## src/sar_sync.sv

```systemverilog
// Shared constants and a two-flop input synchroniser for the converter control
package sar_pkg;
  localparam int RES_BITS = 12;
  localparam int CLK_MHZ = 25;
  localparam int CONV_NS_J = 6000;
  localparam int CONV_NS_K = 4500;
  localparam int CONV_NS_L = 3000;
  localparam int CONVERT_MIN_NS = 200;
  localparam int CONVERT_MIN_CYC = (CONVERT_MIN_NS * CLK_MHZ + 999) / 1000;
  localparam int STEP_MARGIN_CYC = 4;
  localparam int SYNC_STEP_MIN_CYC = 3;
  localparam logic [1:0] SHORT_12 = 2'h0;
  localparam logic [1:0] SHORT_10 = 2'h1;
  localparam logic [1:0] SHORT_8 = 2'h2;
  localparam logic [3:0] LAST_12 = 4'h0;
  localparam logic [3:0] LAST_10 = 4'h2;
  localparam logic [3:0] LAST_8 = 4'h4;
  localparam logic [3:0] TOP_IDX = 4'hB;
  localparam logic [11:0] RESULT_RST = 12'h000;
  typedef enum logic [2:0] {ST_IDLE, ST_ARMED, ST_TRIAL, ST_DONE, ST_WAIT} conv_state_t;
endpackage : sar_pkg

`timescale 1ns/1ps
module sar_sync #(
  parameter int WIDTH = 1
) (
  input wire logic clock,
  input wire logic sys_rst,
  input wire logic [WIDTH-1:0] async_in,
  output logic [WIDTH-1:0] sync_out
);
  logic [WIDTH-1:0] meta_ff;
  logic [WIDTH-1:0] sync_ff;

  initial begin
    if (WIDTH < 1) $error("sar_sync width must be at least one");
  end

  always_ff @(posedge clock) begin
    if (sys_rst) begin
      meta_ff <= '0;
      sync_ff <= '0;
    end else begin
      meta_ff <= async_in;
      sync_ff <= meta_ff;
    end
  end

  assign sync_out = sync_ff;
endmodule : sar_sync

```

## src/sar_adc_conversion_control.sv

```systemverilog
// Conversion sequencing, bit trials and parallel/serial result of the converter
`timescale 1ns/1ps
module sar_adc_conversion_control #(
  parameter int CONV_NS = sar_pkg::CONV_NS_L,
  parameter int STEP_CYC = (CONV_NS * sar_pkg::CLK_MHZ / 1000 - sar_pkg::STEP_MARGIN_CYC)
                           / sar_pkg::RES_BITS
) (
  input wire logic clock,
  input wire logic sys_rst,
  input wire logic convert,
  input wire logic comp_in,
  input wire logic ext_clk,
  input wire logic ext_clk_mode,
  input wire logic [1:0] short_sel,
  input wire logic bipolar,
  input wire logic twos_comp,
  input wire logic serial_invert,
  output logic eoc,
  output logic [11:0] result,
  output logic [11:0] approximation_register,
  output logic serial_out
);
  localparam int CNT_W = 8;

  logic convert_s;
  logic comp_s;
  logic ext_clk_s;
  logic convert_d_ff;
  logic ext_clk_d_ff;
  sar_pkg::conv_state_t state_ff, nxt_state;
  logic [11:0] trial_ff, nxt_trial;
  logic [11:0] result_ff, nxt_result;
  logic [3:0] idx_ff, nxt_idx;
  logic [CNT_W-1:0] step_cnt_ff, nxt_step_cnt;
  logic serial_ff, nxt_serial;
  logic convert_rise;
  logic convert_fall;
  logic ext_rise;
  logic step;
  logic bit_keep;
  logic [3:0] last_idx;

  // Comparator answer needs two sync flops and one settled cycle before each decision
  initial begin
    if (STEP_CYC < sar_pkg::SYNC_STEP_MIN_CYC || STEP_CYC >= (1 << CNT_W)) begin
      $error("STEP_CYC out of range");
    end
  end

  // Convert, comparator and external clock pins cross into the clock domain through two flops each
  sar_sync #(.WIDTH(3)) u_sync (
    .clock(clock),
    .sys_rst(sys_rst),
    .async_in({convert, comp_in, ext_clk}),
    .sync_out({convert_s, comp_s, ext_clk_s})
  );

  function automatic logic [3:0] last_bit(input logic [1:0] sel);
    case (sel)
      sar_pkg::SHORT_10: last_bit = sar_pkg::LAST_10;
      sar_pkg::SHORT_8: last_bit = sar_pkg::LAST_8;
      default: last_bit = sar_pkg::LAST_12;
    endcase
  endfunction : last_bit

  assign convert_rise = convert_s && !convert_d_ff;
  assign convert_fall = !convert_s && convert_d_ff;
  assign ext_rise = ext_clk_s && !ext_clk_d_ff;
  assign last_idx = last_bit(short_sel);
  // Internal timing paces the trials; external mode steps on each clock rise
  assign step = ext_clk_mode ? ext_rise : (step_cnt_ff == CNT_W'(STEP_CYC - 1));
  assign bit_keep = comp_s; // Comparator high means trial level is not above the input

  always_comb begin
    nxt_state = state_ff;
    nxt_trial = trial_ff;
    nxt_result = result_ff;
    nxt_idx = idx_ff;
    nxt_serial = serial_ff;
    nxt_step_cnt = (step_cnt_ff == CNT_W'(STEP_CYC - 1)) ? '0 : step_cnt_ff + 1'b1;
    case (state_ff)
      sar_pkg::ST_IDLE, sar_pkg::ST_DONE, sar_pkg::ST_WAIT: begin
        if (convert_rise) begin
          nxt_state = sar_pkg::ST_ARMED;
          nxt_trial = '0;
          nxt_result = sar_pkg::RESULT_RST;
          nxt_serial = 1'b0;
        end else if (state_ff == sar_pkg::ST_DONE) begin
          // Continuous string only when convert already went back low in external mode
          nxt_state = ext_clk_mode ? sar_pkg::ST_WAIT : sar_pkg::ST_IDLE;
        end else if (state_ff == sar_pkg::ST_WAIT && ext_rise) begin
          nxt_state = sar_pkg::ST_TRIAL;
          nxt_trial = '0;
          nxt_trial[sar_pkg::TOP_IDX] = 1'b1;
          nxt_idx = sar_pkg::TOP_IDX;
        end
      end
      sar_pkg::ST_ARMED: begin
        // Holding convert high keeps the register reset and aligns the start
        nxt_step_cnt = '0;
        if (convert_fall) begin
          nxt_state = sar_pkg::ST_TRIAL;
          nxt_trial = '0;
          nxt_trial[sar_pkg::TOP_IDX] = 1'b1;
          nxt_idx = sar_pkg::TOP_IDX;
        end
      end
      sar_pkg::ST_TRIAL: begin
        if (convert_rise) begin
          nxt_state = sar_pkg::ST_ARMED;
          nxt_trial = '0;
          nxt_result = sar_pkg::RESULT_RST;
        end else if (step) begin
          nxt_trial[idx_ff] = bit_keep;
          nxt_serial = bit_keep ^ serial_invert;
          if (idx_ff == last_idx) begin
            nxt_state = sar_pkg::ST_DONE;
            nxt_result = {nxt_trial[11] ^ (bipolar && twos_comp), nxt_trial[10:0]};
          end else begin
            nxt_idx = idx_ff - 1'b1;
            nxt_trial[idx_ff - 1'b1] = 1'b1;
          end
        end
      end
      default: nxt_state = sar_pkg::ST_IDLE;
    endcase
  end

  always_ff @(posedge clock) begin
    if (sys_rst) begin
      state_ff <= sar_pkg::ST_IDLE;
      trial_ff <= '0;
      result_ff <= sar_pkg::RESULT_RST;
      idx_ff <= sar_pkg::TOP_IDX;
      serial_ff <= 1'b0;
      step_cnt_ff <= '0;
      convert_d_ff <= 1'b0;
      ext_clk_d_ff <= 1'b0;
    end else begin
      state_ff <= nxt_state;
      trial_ff <= nxt_trial;
      result_ff <= nxt_result;
      idx_ff <= nxt_idx;
      serial_ff <= nxt_serial;
      step_cnt_ff <= nxt_step_cnt;
      convert_d_ff <= convert_s;
      ext_clk_d_ff <= ext_clk_s;
    end
  end

  // Busy covers the armed phase too, so a sample-hold is in hold before trials start
  // Done keeps busy one more cycle, so the result is settled before eoc falls
  assign eoc = (state_ff == sar_pkg::ST_ARMED) || (state_ff == sar_pkg::ST_TRIAL)
               || (state_ff == sar_pkg::ST_DONE);
  assign result = result_ff;
  assign approximation_register = trial_ff;
  assign serial_out = serial_ff;

  // Helper: cycles spent in trials of one conversion
  logic [CNT_W+3:0] conv_cnt_ff;
  always_ff @(posedge clock) begin
    if (sys_rst || state_ff != sar_pkg::ST_TRIAL) conv_cnt_ff <= '0;
    else conv_cnt_ff <= conv_cnt_ff + 1'b1;
  end

  busy_in_trial_a: assert property (@(posedge clock) disable iff (sys_rst)
    (state_ff == sar_pkg::ST_TRIAL) |-> eoc)
    else $error("eoc low during trials");
  conv_time_a: assert property (@(posedge clock) disable iff (sys_rst)
    !ext_clk_mode |-> conv_cnt_ff <= (CNT_W+4)'(CONV_NS * sar_pkg::CLK_MHZ / 1000))
    else $error("conversion exceeds grade time");
  rise_clears_a: assert property (@(posedge clock) disable iff (sys_rst)
    convert_rise |=> (result == 12'h000 && approximation_register == 12'h000))
    else $error("convert rise did not clear outputs");
  fall_starts_a: assert property (@(posedge clock) disable iff (sys_rst)
    (state_ff == sar_pkg::ST_ARMED && convert_fall) |=> (state_ff == sar_pkg::ST_TRIAL
      && approximation_register == 12'h800))
    else $error("conversion did not start on convert fall");
  result_valid_a: assert property (@(posedge clock) disable iff (sys_rst)
    $fell(eoc) && $past(state_ff) == sar_pkg::ST_DONE |->
      result[10:0] == approximation_register[10:0])
    else $error("result not valid at eoc fall");
  twos_top_a: assert property (@(posedge clock) disable iff (sys_rst)
    $fell(eoc) && $past(state_ff) == sar_pkg::ST_DONE |->
      result[11] == (approximation_register[11] ^ $past(bipolar && twos_comp, 2)))
    else $error("top bit coding wrong");
  short_zero_a: assert property (@(posedge clock) disable iff (sys_rst)
    (state_ff == sar_pkg::ST_DONE && short_sel == sar_pkg::SHORT_8) |->
      approximation_register[3:0] == 4'h0)
    else $error("short cycle left low bits set");
  serial_bit_a: assert property (@(posedge clock) disable iff (sys_rst)
    (state_ff == sar_pkg::ST_TRIAL && step && !convert_rise) |=>
      serial_out == ($past(comp_s) ^ $past(serial_invert)))
    else $error("serial bit does not follow decision");
  one_bit_step_a: assert property (@(posedge clock) disable iff (sys_rst)
    (state_ff == sar_pkg::ST_TRIAL && step && !convert_rise && idx_ff != last_idx) |=>
      idx_ff == $past(idx_ff) - 4'h1)
    else $error("trial index did not advance by one");
  cont_start_a: assert property (@(posedge clock) disable iff (sys_rst)
    (state_ff == sar_pkg::ST_WAIT && ext_rise && !convert_rise) |=>
      (eoc && approximation_register == 12'h800))
    else $error("continuous conversion did not restart");
  result_held_a: assert property (@(posedge clock) disable iff (sys_rst)
    (state_ff == sar_pkg::ST_DONE && !convert_rise) |=> (!eoc && $stable(result)))
    else $error("result moved as eoc fell");
  busy_on_rise_a: assert property (@(posedge clock) disable iff (sys_rst)
    convert_rise |=> eoc)
    else $error("eoc not high after convert rise");
  short_ten_a: assert property (@(posedge clock) disable iff (sys_rst)
    (state_ff == sar_pkg::ST_DONE && short_sel == sar_pkg::SHORT_10) |->
      approximation_register[1:0] == 2'h0)
    else $error("ten-bit cycle left low bits set");
  serial_hold_a: assert property (@(posedge clock) disable iff (sys_rst)
    (state_ff == sar_pkg::ST_TRIAL && !step && !convert_rise) |=>
      $stable(serial_out))
    else $error("serial bit changed between decisions");
endmodule : sar_adc_conversion_control

```

## config.mk

```make
export PLATFORM = sky130hd
export DESIGN_NAME = sar_adc_conversion_control
export DESIGN_NICKNAME = d
export VERILOG_FILES = /design/src/sar_sync.sv /design/src/sar_adc_conversion_control.sv
export SDC_FILE = /design/constraint.sdc
export NUM_CORES = 1
export LEC_CHECK = 0
export BUFFER_PORTS_ARGS = -buffer_cell sky130_fd_sc_hd__buf_2
export CAP_MARGIN = 20
export CELL_PAD_IN_SITES_DETAIL_PLACEMENT = 1
export CELL_PAD_IN_SITES_GLOBAL_PLACEMENT = 1
export CORE_MARGIN = 8
export CORE_UTILIZATION = 30
export DETAILED_ROUTE_END_ITERATION = 8
export GPL_ROUTABILITY_DRIVEN = 0
export GPL_TIMING_DRIVEN = 0
export PLACE_DENSITY_LB_ADDON = 0.1
export SLEW_MARGIN = 20
export SYNTH_ARGS = -nofsm -noshare
export SYNTH_HDL_FRONTEND = slang
export SYNTH_SLANG_ARGS = --single-unit
```

## constraint.sdc

```tcl
create_clock -name clock -period 4.65 [get_ports clock]
set_input_delay 0 -clock clock [delete_from_list [all_inputs] [get_ports clock]]
set_output_delay 0 -clock clock [all_outputs]
set_load 0.02 [all_outputs]
```

-- Word-level counts from Yosys, hierarchy flattened
Cells that the tools add are included.
- register bits: 48
- input bits: 11
- logic and storage cells: 103
- output and inout bits: 26
- order comparisons: 4
- eq/ne operators: 21
- muxes and demuxes: 41
- reduce and logical (&&, ||, !) cells: 22
- bitwise logic cells: 3
- $add $sub $neg: 2
- operators with widths (operator ; count):
    $mux W12 ; 11
    $pmux W12 S3 ; 1
    $mux W4 ; 7
    $mux W3 ; 8
    $pmux W12 S2 ; 1
    $ne A2 B2 Y1 const B ; 8
    $bwmux W12 ; 1
    $ne A3 B3 Y1 const B ; 4
    $or A12 B12 Y12 ; 1
    $pmux W4 S3 ; 1
    $reduce_and A4 Y1 ; 3
    $lt A4 B5 Y1 const B ; 2
    $pmux W3 S3 ; 1
    $add A8 B1 Y8 const B ; 1
    $demux W1 S4 ; 2
    $eq A8 B3 Y1 const B ; 1
    $ge A4 B1 Y1 const B ; 2
    $reduce_and A8 Y1 ; 1
    $logic_and A1 B1 Y1 ; 7
    $eq A3 B2 Y1 const B ; 2
    $mux W1 ; 6
    $pmux W3 S2 ; 1
    $reduce_or A3 Y1 ; 2
    $reduce_and A5 Y1 ; 1
    14 further kinds ; 18

-- Longest topological paths before layout
Gate-level depths: netlist (run 1).
- depth after elaboration: 10
- depth in mapped cells: 9
- mapped depth without buffers: 7

-- By module
A second synthesis (run 1) with hierarchy kept.
- cells, all modules: 282
- area total of the unflattened synthesis: 2541.2 µm²
- modules (own cells, without submodules) (module ; instances ; cells each ; seq. area each (µm²) ; area an instance (µm²)):
    sar_adc_conversion_control ; 1 ; 270 ; 840.8 ; 2383.5
    sar_sync ; 1 ; 12 ; 120.1 ; 157.7

-- Worst setup path before layout (run 1)
Ideal clock, no wire load.
- path kind: register to register
- start: reg step_cnt_ff[0]
- end: reg result_ff[10], in the netlist result[10]
- cell stages (with the launch flop): 10
- path slack: 2.827 ns
- arrival: 1.722 ns
- buffers on the path: 2
- clock period less this slack: 1.823 ns
- cell sequence: dfxtp_1 > inv_1 > ha_1 > and4bb_2 > a22o_4 > a41oi_2 > buf_6 > buf_2 > nand3b_1 > o41ai_1
- longest elaborated chain between the ends: 4
- ends and longest elaborated chain (what ; RTL line ; source):
    start: declaration ; sar_adc_conversion_control.sv:34 ; logic [CNT_W-1:0] step_cnt_ff, nxt_step_cnt;
    start signal: assignment ; sar_adc_conversion_control.sv:145 ; step_cnt_ff <= nxt_step_cnt;
    $eq A8 B3 Y1 ; sar_adc_conversion_control.sv:71 ; assign step = ext_clk_mode ? ext_rise : (step_cnt_ff == CNT_W'(STEP_CYC - 1));
    $mux W1 ; sar_adc_conversion_control.sv:71 ;
    $ne A3 B3 Y1 (no source line) ; - ;
    $reduce_and A4 Y1 (no source line) ; - ;
    end signal: assignment ; sar_adc_conversion_control.sv:133 ; result_ff <= sar_pkg::RESULT_RST;
    end signal: assignment ; sar_adc_conversion_control.sv:142 ; result_ff <= nxt_result;
    end: declaration ; sar_adc_conversion_control.sv:32 ; logic [11:0] result_ff, nxt_result;
No other way between the ends.
A chain may end at the register's enable or synchronous reset.

-- Worst setup path after layout (run 1)
- start: reg idx_ff[0]
- end: reg trial_ff[11], in the netlist approximation_register[11]
- longest elaborated chain between the ends: 10
- elaborated cells between the ends (all ways): 18
- those cells by class: add/sub: 1; order compare: 4; eq/ne: 1; mux: 9; bitwise: 1; reduce/logical: 2
- ends and longest elaborated chain (what ; RTL line ; source):
    start: declaration ; sar_adc_conversion_control.sv:33 ; logic [3:0] idx_ff, nxt_idx;
    start signal: assignment ; sar_adc_conversion_control.sv:134 ; idx_ff <= sar_pkg::TOP_IDX;
    start signal: assignment ; sar_adc_conversion_control.sv:143 ; idx_ff <= nxt_idx;
    $sub A4 B1 Y4 (tied with other cells) ; sar_adc_conversion_control.sv:121 ; nxt_trial[idx_ff - 1'b1] = 1'b1;
    $lt A4 B5 Y1 (implied by the code) (tied with other cells) ; sar_adc_conversion_control.sv:121 ;
    $logic_and A1 B1 Y1 (implied by the code) or $mux W1 (tied branches) ; sar_adc_conversion_control.sv:121, sar_adc_conversion_control.sv:114 ;
    $mux W1 (implied by the code) or $demux W1 S4 (tied branches) ; sar_adc_conversion_control.sv:121, sar_adc_conversion_control.sv:114 ;
    $demux W1 S4 or $bwmux W12 (tied branches) ; sar_adc_conversion_control.sv:121, sar_adc_conversion_control.sv:114 ;
    $or A12 B12 Y12 (no source line) ; - ;
    $mux W12 * ; sar_adc_conversion_control.sv:116 ; if (idx_ff == last_idx) begin
    $mux W12 * ; sar_adc_conversion_control.sv:113 ; end else if (step) begin
    $mux W12 * ; sar_adc_conversion_control.sv:109 ; if (convert_rise) begin
    $pmux W12 S3 * ; sar_adc_conversion_control.sv:81 ; case (state_ff)
    end signal: assignment ; sar_adc_conversion_control.sv:141 ; trial_ff <= nxt_trial;
    end: declaration ; sar_adc_conversion_control.sv:31 ; logic [11:0] trial_ff, nxt_trial;
Every way passes the cells marked *; elsewhere a longest branch is shown, timed or not. The select of a mux whose other input is x is not followed.

==> impl_table.tex, run 1 <==
\begin{tabular}{lr}
\hline
Metric & Value \\
\hline
\multicolumn{2}{l}{\textbf{Synth}} \\
EDFF count, synth & 0 \\
Top cells by area, synth & sky130\_fd\_sc\_hd\_\_dfxtp\_1 (37\%), sky130\_fd\_sc\_hd\_\_nand3b\_1 (5.2\%), sky130\_fd\_sc\_hd\_\_nor2b\_1 (4.1\%) \\
Register area share after synthesis & 36.80\% \\
Number of library cell types mapped by synthesis & 55 \\
Synth Instances & 302 \\
Most frequent cells after synthesis & sky130\_fd\_sc\_hd\_\_dfxtp\_1 (48), sky130\_fd\_sc\_hd\_\_nor2\_1 (27), sky130\_fd\_sc\_hd\_\_nand2\_1 (20) \\
Yosys warns & 0 \\
Leading cell type by number of instances after synthesis & sky130\_fd\_sc\_hd\_\_dfxtp\_1 \\
Area leader, netlist & sky130\_fd\_sc\_hd\_\_dfxtp\_1 \\
Proportion of netlist area held by the largest area contributor & 36.80\% \\
Synthesized cell area & 0.002611 sq mm \\
Top flip-flop cell by instance count after synthesis & sky130\_fd\_sc\_hd\_\_dfxtp\_1 \\
Register bit total from synthesis & 48 \\
Syn avg cell area & 8.647 sq um \\
Proportion of register bits with asynchronous set or reset after synthesis & 0\% \\
Nets in the synthesized netlist & 321 \\
\multicolumn{2}{l}{\textbf{Final layout}} \\
Non-filler instance count after layout & 457 \\
Final \#Nets & 367 \\
Antenna cell count & 0 \\
Area occupied by registers & 960.9 sq um \\
Area grow syn2layout & 16.82\% \\
Final instance area & 0.003050 sq mm \\
Fraction of layout cells with a size suffix above 1 & 18.34\% \\
Multi-input gate area in the final layout & 0.001521 sq mm \\
Fillers & 1055 \\
\multicolumn{2}{l}{\textbf{Timing}} \\
Final-layout setup total negative slack & 0 ns \\
Setup violation total in the final timing report & 0 \\
Final period util & 49.10\% \\
Final worst-path setup slack & 2.367 ns \\
Worst Tran Pin Value & 0.5445 ns \\
Clock tree skew after final layout & 0.01038 ns \\
Count of final hold-check violations & 0 \\
Unrepaired setup endpoints after global routing & false \\
Max Clock Freq & 438.0 MHz \\
Slew Limit Fails & 0 \\
Min Clock Period, post-route & 2.283 ns \\
Relative slew slack & 63.59\% \\
\multicolumn{2}{l}{\textbf{Drt}} \\
Count of routing violations after the opening detailed-route iteration & 85 \\
DRC violation count after routing & 0 \\
Drt wl/cell & 17.17 microns \\
Total Routed Length & 7.845 mm \\
Length of the first detailed-routing pass in iterations & 4 \\
Detailed-route vias per instance & 5.085 \\
Number of vias after detailed routing & 2324 \\
Antenna-violating nets left & 0 \\
\multicolumn{2}{l}{\textbf{Global routing}} \\
First-pass GRT wire length & 12.82 mm \\
Number of antenna violations at the first check in global routing & 0 \\
Number of global-route vias before repair & 2348 \\
Met2 layer usage reported by global route & 22.31\% \\
Pin count of the biggest net entering global routing & 15 \\
Global-route total usage across every layer & 13.67\% \\
Aggregate global routing overflow & 0 \\
Met1 Use GR & 18.12\% \\
Routing layer with the top usage in global route & met2 \\
Routing usage on met3 & 2.579\% \\
\multicolumn{2}{l}{\textbf{Placement}} \\
Half-perimeter wire length after detailed placement & 6.063 mm \\
Pre-CTS setup slack & 2.391 ns \\
Total of buffers placed on input and output ports & 36 \\
Placed cell area & 0.002927 sq mm \\
Cell count after placement & 446 \\
\multicolumn{2}{l}{\textbf{Worst setup path}} \\
Maximum fanout along the worst path & 10 \\
Arrival time at the worst endpoint & 2.49 ns \\
Setup crit end kind & flip-flop \\
Worst EP required & 4.86 ns \\
Crit Path Class & reg2reg \\
CP startpoint kind & flip-flop \\
\multicolumn{2}{l}{\textbf{Clock network}} \\
Clock tree from TritonCTS & yes \\
Clock buffer depth & 2 \\
CTS H-Tree Depth & 2 \\
Clock input transition at the sequential cells of the worst setup and hold paths & 0.10 ns \\
Clock latency on the worst-skew pair & 0.30 ns \\
Num Clock Sinks & 48 \\
Buffer cell driving the clock tree root & sky130\_fd\_sc\_hd\_\_clkbuf\_8 \\
Count of instances resized after the clock tree is built & 0 \\
Total clock buffers created by CTS & 5 \\
\multicolumn{2}{l}{\textbf{Power and ir drop}} \\
Power Dens Cells & 252.9 mW/mm\^{}2 \\
Static power due to leakage & 1.239 nW \\
Max VDD drop & 0.00009679 V \\
\multicolumn{2}{l}{\textbf{Die}} \\
I/O pin count & 37 \\
CORE AREA & 0.008593 sq mm \\
Row count & 34 \\
Chip Height & 109.3 microns \\
Die outline width & 109.3 microns \\
Die outline area & 0.01195 sq mm \\
Initial core utilization & 30.39\% \\
\multicolumn{2}{l}{\textbf{Min path}} \\
Classification of the worst-slack hold path & in2reg \\
\multicolumn{2}{l}{\textbf{Run}} \\
Reported max-cap violation count & 0 \\
\multicolumn{2}{l}{\textbf{Run status}} \\
Result of the run & finished clean \\
\hline
\end{tabular}
[area by class of cell]
cell class                 count  share of cell area, %
multi-input combinational    227                  49.88
sequential                    48                  31.50
timing repair buffer          39                  6.891
tap                          108                  4.430
buffer                        18                  3.117
clock buffer                   7                  2.830
inverter                       9                  1.107
clock inverter                 1                 0.2461
[sequential cells by signal (all words and copies together) (netlist names)]
name,count
u_sync.meta_ff,3
state_ff,3
u_sync.sync_out,3
result,12
approximation_register,12
serial_out,1
ext_clk_d_ff,1
idx_ff,4
convert_d_ff,1
step_cnt_ff,8
[layer usage]
metal  part of all wire (%)  vias up
met3                    3.8        4
met5                      0        -
li1                       -     1179
met4                   0.71        0
met2                     48       26
met1                     47     1115
[cell families after synthesis]
group / count (synthesis) / share of synthesized area [%]
xor+xnor: 9 / 3.019
fa+ha+maj: 8 / 3.833
compound gates: 66 / 17.30
buf+inv: 27 / 4.935
flops: 48 / 36.80
simple gates: 131 / 28.89
mux: 13 / 5.223
[where the power goes]
part | total (mW) | leakage, nW | switching [mW] | internal (mW)
Sequential | 0.428 | 0.389 | 0.00867 | 0.420
Combinational | 0.0751 | 0.806 | 0.0459 | 0.0293
Clock | 0.268 | 0.0445 | 0.147 | 0.121
[repair_timing]
action / 4_1_cts / 5_1_grt
endpoints found under the hold margin: 3 / 0
setup buffers: 0 / 0
hold buffers: 3 / 0
[cell usage in the layout (no fill, tap or decap), drive strengths merged, types with 8 or more instances in the layout]
cell    Yosys  final
mux2i       8      8
o21ai      15     15
nor2       27     27
a21oi      16     16
nand2      20     20
buf         8     44
nand3      11     11
nand3b     18     18
ha          8      8
inv         9      9
nor2b      17     17
clkbuf     10     17
dfxtp      48     48
[metrics by stage]
step	total power, mW	utilization, %	hold slack [ns]
3_3_place_gp	0.5116	34.06	0.2119
5_1_grt	0.8144	35.50	0.08800
4_1_cts	0.7872	35.50	0.05918
2_1_floorplan	0.4860	-	0.1282
6_report	0.7713	35.50	0.06938
3_5_place_dp	0.5121	34.06	0.2178
[final timing paths]
kind                      from                    endpoint  cells past startpoint  slack (ns)
max                  idx_ff[0]  approximation_register[11]                      8        2.37
min                  twos_comp                  result[11]                      5        0.07
max reg2reg          idx_ff[0]  approximation_register[11]                      8        2.37
min reg2reg  u_sync.meta_ff[1]          u_sync.sync_out[1]                      1        0.45
[worst max-delay path: stages (launching register included)]
cell and delay (ns):
sky130_fd_sc_hd__dfxtp_1 0.46, sky130_fd_sc_hd__inv_1 0.16, sky130_fd_sc_hd__ha_1 0.24, sky130_fd_sc_hd__clkbuf_1 0.22, sky130_fd_sc_hd__nor4_1 0.38, sky130_fd_sc_hd__nand2_1 0.10
sky130_fd_sc_hd__o21ai_0 0.21, sky130_fd_sc_hd__nand4_1 0.17, sky130_fd_sc_hd__a221oi_1 0.26
(Power assumes the default switching activity.)
==> inputs of run 2 (changes only) <==
- clock period: 4.65 -> 2 ns (I/O delays scaled with it)
==> run 2 against run 1 <==
  * Die area stayed put
  * Worst hold slack worse by 0.0035 ns
  * Worst setup slack got worse by 2.2 ns
  * Core utilization up 2.0 points
  * Design area up 5.5%
  * Register-to-register slack got worse by 2.2 ns
  * Cell count up 1.8%
  * Critical path depth decreased by 2
  * Critical path type unchanged
==> impl_table.tex, run 2 (synthesis gave the netlist of run 1 again) <==
\begin{tabular}{lr}
\hline
Metric & Value \\
\hline
\multicolumn{2}{l}{\textbf{Run status}} \\
Result of the run & finished clean (unchanged) \\
\multicolumn{2}{l}{\textbf{Timing}} \\
Clock tree skew after final layout & 0.008379 ns (was 0.01038 ns) \\
Setup violation total in the final timing report & 0 (unchanged) \\
Min Clock Period, post-route & 1.863 ns (was 2.283 ns) \\
Worst hold margin & 0.06589 ns (was 0.06938 ns) \\
Final-layout setup total negative slack & 0 ns (unchanged) \\
Max Clock Freq & 536.7 MHz (was 438.0 MHz) \\
Count of final hold-check violations & 0 (unchanged) \\
Worst Tran Pin Value & 0.5397 ns (was 0.5445 ns) \\
Slew Limit Fails & 0 (unchanged) \\
Final period util & 93.16\% (was 49.10\%) \\
Relative slew slack & 64.02\% (was 63.59\%) \\
Final worst-path setup slack & 0.1369 ns (was 2.367 ns) \\
\multicolumn{2}{l}{\textbf{Worst setup path}} \\
R2R depth & 6 (was 8) \\
Buffer and inverter count on the worst path & 1 (was 2) \\
Crit path launch & idx\_ff[1] (was idx\_ff[0]) \\
Setup slack on the worst flop-to-flop path & 0.14 ns (was 2.37 ns) \\
End of the critical path & result[2] (was approximation\_register[11]) \\
Setup crit end kind & flip-flop (unchanged) \\
Family with the most delay on the worst path & simple AND/OR/NAND/NOR gates (unchanged) \\
Launch instance of the worst register-to-register path & idx\_ff[1] (was idx\_ff[0]) \\
Arrival time at the worst endpoint & 2.10 ns (was 2.49 ns) \\
CP startpoint kind & flip-flop (unchanged) \\
Maximum fanout along the worst path & 9 (was 10) \\
Stages on worst setup path & 6 (was 8) \\
Destination of the worst register-to-register timing path & result[2] (was approximation\_register[11]) \\
Cell with the biggest individual delay on the critical path & sky130\_fd\_sc\_hd\_\_dfxtp\_4 (was sky130\_fd\_sc\_hd\_\_dfxtp\_1) \\
Crit Path Class & reg2reg (unchanged) \\
Critical-path cell list & nor4\_1, a211o\_1, a41oi\_4, buf\_4, or3\_1, a21oi\_1 (was inv\_1, ha\_1, clkbuf\_1, nor4\_1, nand2\_1, o21ai\_0, nand4\_1, a221oi\_1) \\
Worst EP required & 2.23 ns (was 4.86 ns) \\
Worst stage delay on the critical path & 0.39 ns (was 0.46 ns) \\
\multicolumn{2}{l}{\textbf{Power and ir drop}} \\
Static power due to leakage & 1.317 nW (was 1.239 nW) \\
Max VDD drop & 0.0002293 V (was 0.00009679 V) \\
Power Dens Cells & 562.7 mW/mm\^{}2 (was 252.9 mW/mm\^{}2) \\
Total Power & 1.812 mW (was 0.7713 mW) \\
\multicolumn{2}{l}{\textbf{Final layout}} \\
Multi-input gate area in the final layout & 0.001594 sq mm (was 0.001521 sq mm) \\
Antenna cell count & 0 (unchanged) \\
Final \#Nets & 375 (was 367) \\
Area grow syn2layout & 23.29\% (was 16.82\%) \\
Final instance area & 0.003219 sq mm (was 0.003050 sq mm) \\
Fraction of layout cells with a size suffix above 1 & 25.21\% (was 18.34\%) \\
Fillers & 1043 (was 1055) \\
Most common cell after layout, fill and taps aside & sky130\_fd\_sc\_hd\_\_dfxtp\_1 (unchanged) \\
Area occupied by registers & 973.4 sq um (was 960.9 sq um) \\
Utilization after layout & 37.46\% (was 35.50\%) \\
Most used cells in the layout excluding fill and tap cells & sky130\_fd\_sc\_hd\_\_dfxtp\_1 (44), sky130\_fd\_sc\_hd\_\_buf\_2 (38), sky130\_fd\_sc\_hd\_\_nor2\_1 (27), sky130\_fd\_sc\_hd\_\_nand2\_1 (19), sky130\_fd\_sc\_hd\_\_nand3b\_1 (18) (was sky130\_fd\_sc\_hd\_\_dfxtp\_1 (48), sky130\_fd\_sc\_hd\_\_buf\_2 (40), sky130\_fd\_sc\_hd\_\_nor2\_1 (27), sky130\_fd\_sc\_hd\_\_nand2\_1 (20), sky130\_fd\_sc\_hd\_\_nand3b\_1 (18)) \\
Non-filler instance count after layout & 465 (was 457) \\
\multicolumn{2}{l}{\textbf{Global routing}} \\
Number of global-route vias before repair & 2369 (was 2348) \\
Aggregate global routing overflow & 0 (unchanged) \\
First-pass GRT wire length & 12.95 mm (was 12.82 mm) \\
Number of antenna violations at the first check in global routing & 0 (unchanged) \\
Pin count of the biggest net entering global routing & 15 (unchanged) \\
Global-route total usage across every layer & 13.77\% (was 13.67\%) \\
\multicolumn{2}{l}{\textbf{Die}} \\
CORE AREA & 0.008593 sq mm (unchanged) \\
Row count & 34 (unchanged) \\
Die outline width & 109.3 microns (unchanged) \\
Chip Height & 109.3 microns (unchanged) \\
I/O pin count & 37 (unchanged) \\
Die outline area & 0.01195 sq mm (unchanged) \\
Initial core utilization & 30.39\% (unchanged) \\
\multicolumn{2}{l}{\textbf{Drt}} \\
DRC violation count after routing & 0 (unchanged) \\
Total Routed Length & 7.943 mm (was 7.845 mm) \\
Detailed-route vias per instance & 5.060 (was 5.085) \\
Met1 layer wirelength in the final routing & 3.806 mm (was 3.724 mm) \\
Met3 Routed Length & 296 microns (was 295 microns) \\
Antenna-violating nets left & 0 (unchanged) \\
Drt wl/cell & 17.08 microns (was 17.17 microns) \\
Met2 wire len & 3.752 mm (was 3.769 mm) \\
Top layer in use & met4 (unchanged) \\
Count of routing violations after the opening detailed-route iteration & 57 (was 85) \\
Number of vias after detailed routing & 2353 (was 2324) \\
Length of the first detailed-routing pass in iterations & 4 (unchanged) \\
\multicolumn{2}{l}{\textbf{Placement}} \\
Cell count after placement & 446 (unchanged) \\
Total of buffers placed on input and output ports & 36 (unchanged) \\
Pre-CTS setup slack & -0.2591 ns (was 2.391 ns) \\
Half-perimeter wire length after detailed placement & 6.063 mm (unchanged) \\
Placed cell area & 0.002927 sq mm (unchanged) \\
\multicolumn{2}{l}{\textbf{Clock network}} \\
Total clock buffers created by CTS & 5 (unchanged) \\
Clock latency on the worst-skew pair & 0.31 ns (was 0.30 ns) \\
Clock tree from TritonCTS & yes (unchanged) \\
Clock input transition at the sequential cells of the worst setup and hold paths & 0.10 ns (about the same) \\
CTS H-Tree Depth & 2 (unchanged) \\
Num Clock Sinks & 48 (unchanged) \\
Clock buffer depth & 2 (unchanged) \\
Buffer cell driving the clock tree root & sky130\_fd\_sc\_hd\_\_clkbuf\_8 (unchanged) \\
\multicolumn{2}{l}{\textbf{Run}} \\
Reported max-cap violation count & 0 (unchanged) \\
\multicolumn{2}{l}{\textbf{Min path}} \\
Classification of the worst-slack hold path & in2reg (unchanged) \\
Worst hold path startpoint & twos\_comp (unchanged) \\
Worst Hold Path Cells & 5 (unchanged) \\
\hline
\end{tabular}
[run 2: cell count changes in the layout (fill, tap and decap cells not counted), moves of 2 or more]
cell                       change
sky130_fd_sc_hd__dfxtp_4       +3
sky130_fd_sc_hd__buf_4         +8
sky130_fd_sc_hd__dfxtp_1       -4
sky130_fd_sc_hd__clkbuf_2      +3
sky130_fd_sc_hd__buf_2         -2
sky130_fd_sc_hd__buf_6         +3
sky130_fd_sc_hd__clkbuf_1      -4
[run 2: worst min-delay path by stage]
stage	to	slack, ns
4_1_cts	result[11]	0.06
5_1_grt	result[11]	0.09
2_1_floorplan	u_sync.meta_ff[0]	0.13
6_report	result[11]	0.07
3_3_place_gp	u_sync.meta_ff[0]	0.21
3_5_place_dp	u_sync.meta_ff[1]	0.22
[run 2: cell type report]
cell class | count | area share [%]
multi-input cells | 227 | 49.51
inverters | 9 | 1.049
plain buffers | 18 | 3.692
repair buffers | 47 | 8.395
well taps | 108 | 4.197
flip-flops and latches | 48 | 30.24
clock inverters | 1 | 0.2332
clock buffers | 7 | 2.682
[run 2: worst reg2reg max path: stages, from the launching register on]
cell                      delay [ns]
sky130_fd_sc_hd__dfxtp_4        0.39
sky130_fd_sc_hd__nor4_1         0.29
sky130_fd_sc_hd__a211o_1        0.29
sky130_fd_sc_hd__a41oi_4        0.16
sky130_fd_sc_hd__buf_4          0.16
sky130_fd_sc_hd__or3_1          0.36
sky130_fd_sc_hd__a21oi_1        0.15
[run 2: timing repair]
| action | CTS | global route |
|---|---|---|
| buffers inserted | 0 | 8 |
| endpoints found under the setup margin | 24 | 27 |
| pin swaps | 0 | 4 |
| hold endpoints to repair | 3 | 0 |
| gates cloned | 0 | 0 |
| hold buffers | 3 | 0 |
| gates resized for setup | 15 | 23 |
[run 2: report_power, final]
group	total [mW]	switching (mW)	leakage, nW	internal, mW
Clock	0.628	0.346	0.0445	0.282
Combinational	0.190	0.112	0.882	0.0775
Sequential	0.994	0.0199	0.390	0.974
[run 2: layer usage]
layer | global-route usage (%) | vias to the layer above
met4 | 3.472 | 0
met3 | 2.579 | 7
li1 | - | 1198
met1 | 18.10 | 1119
met2 | 22.70 | 29
met5 | 0 | -
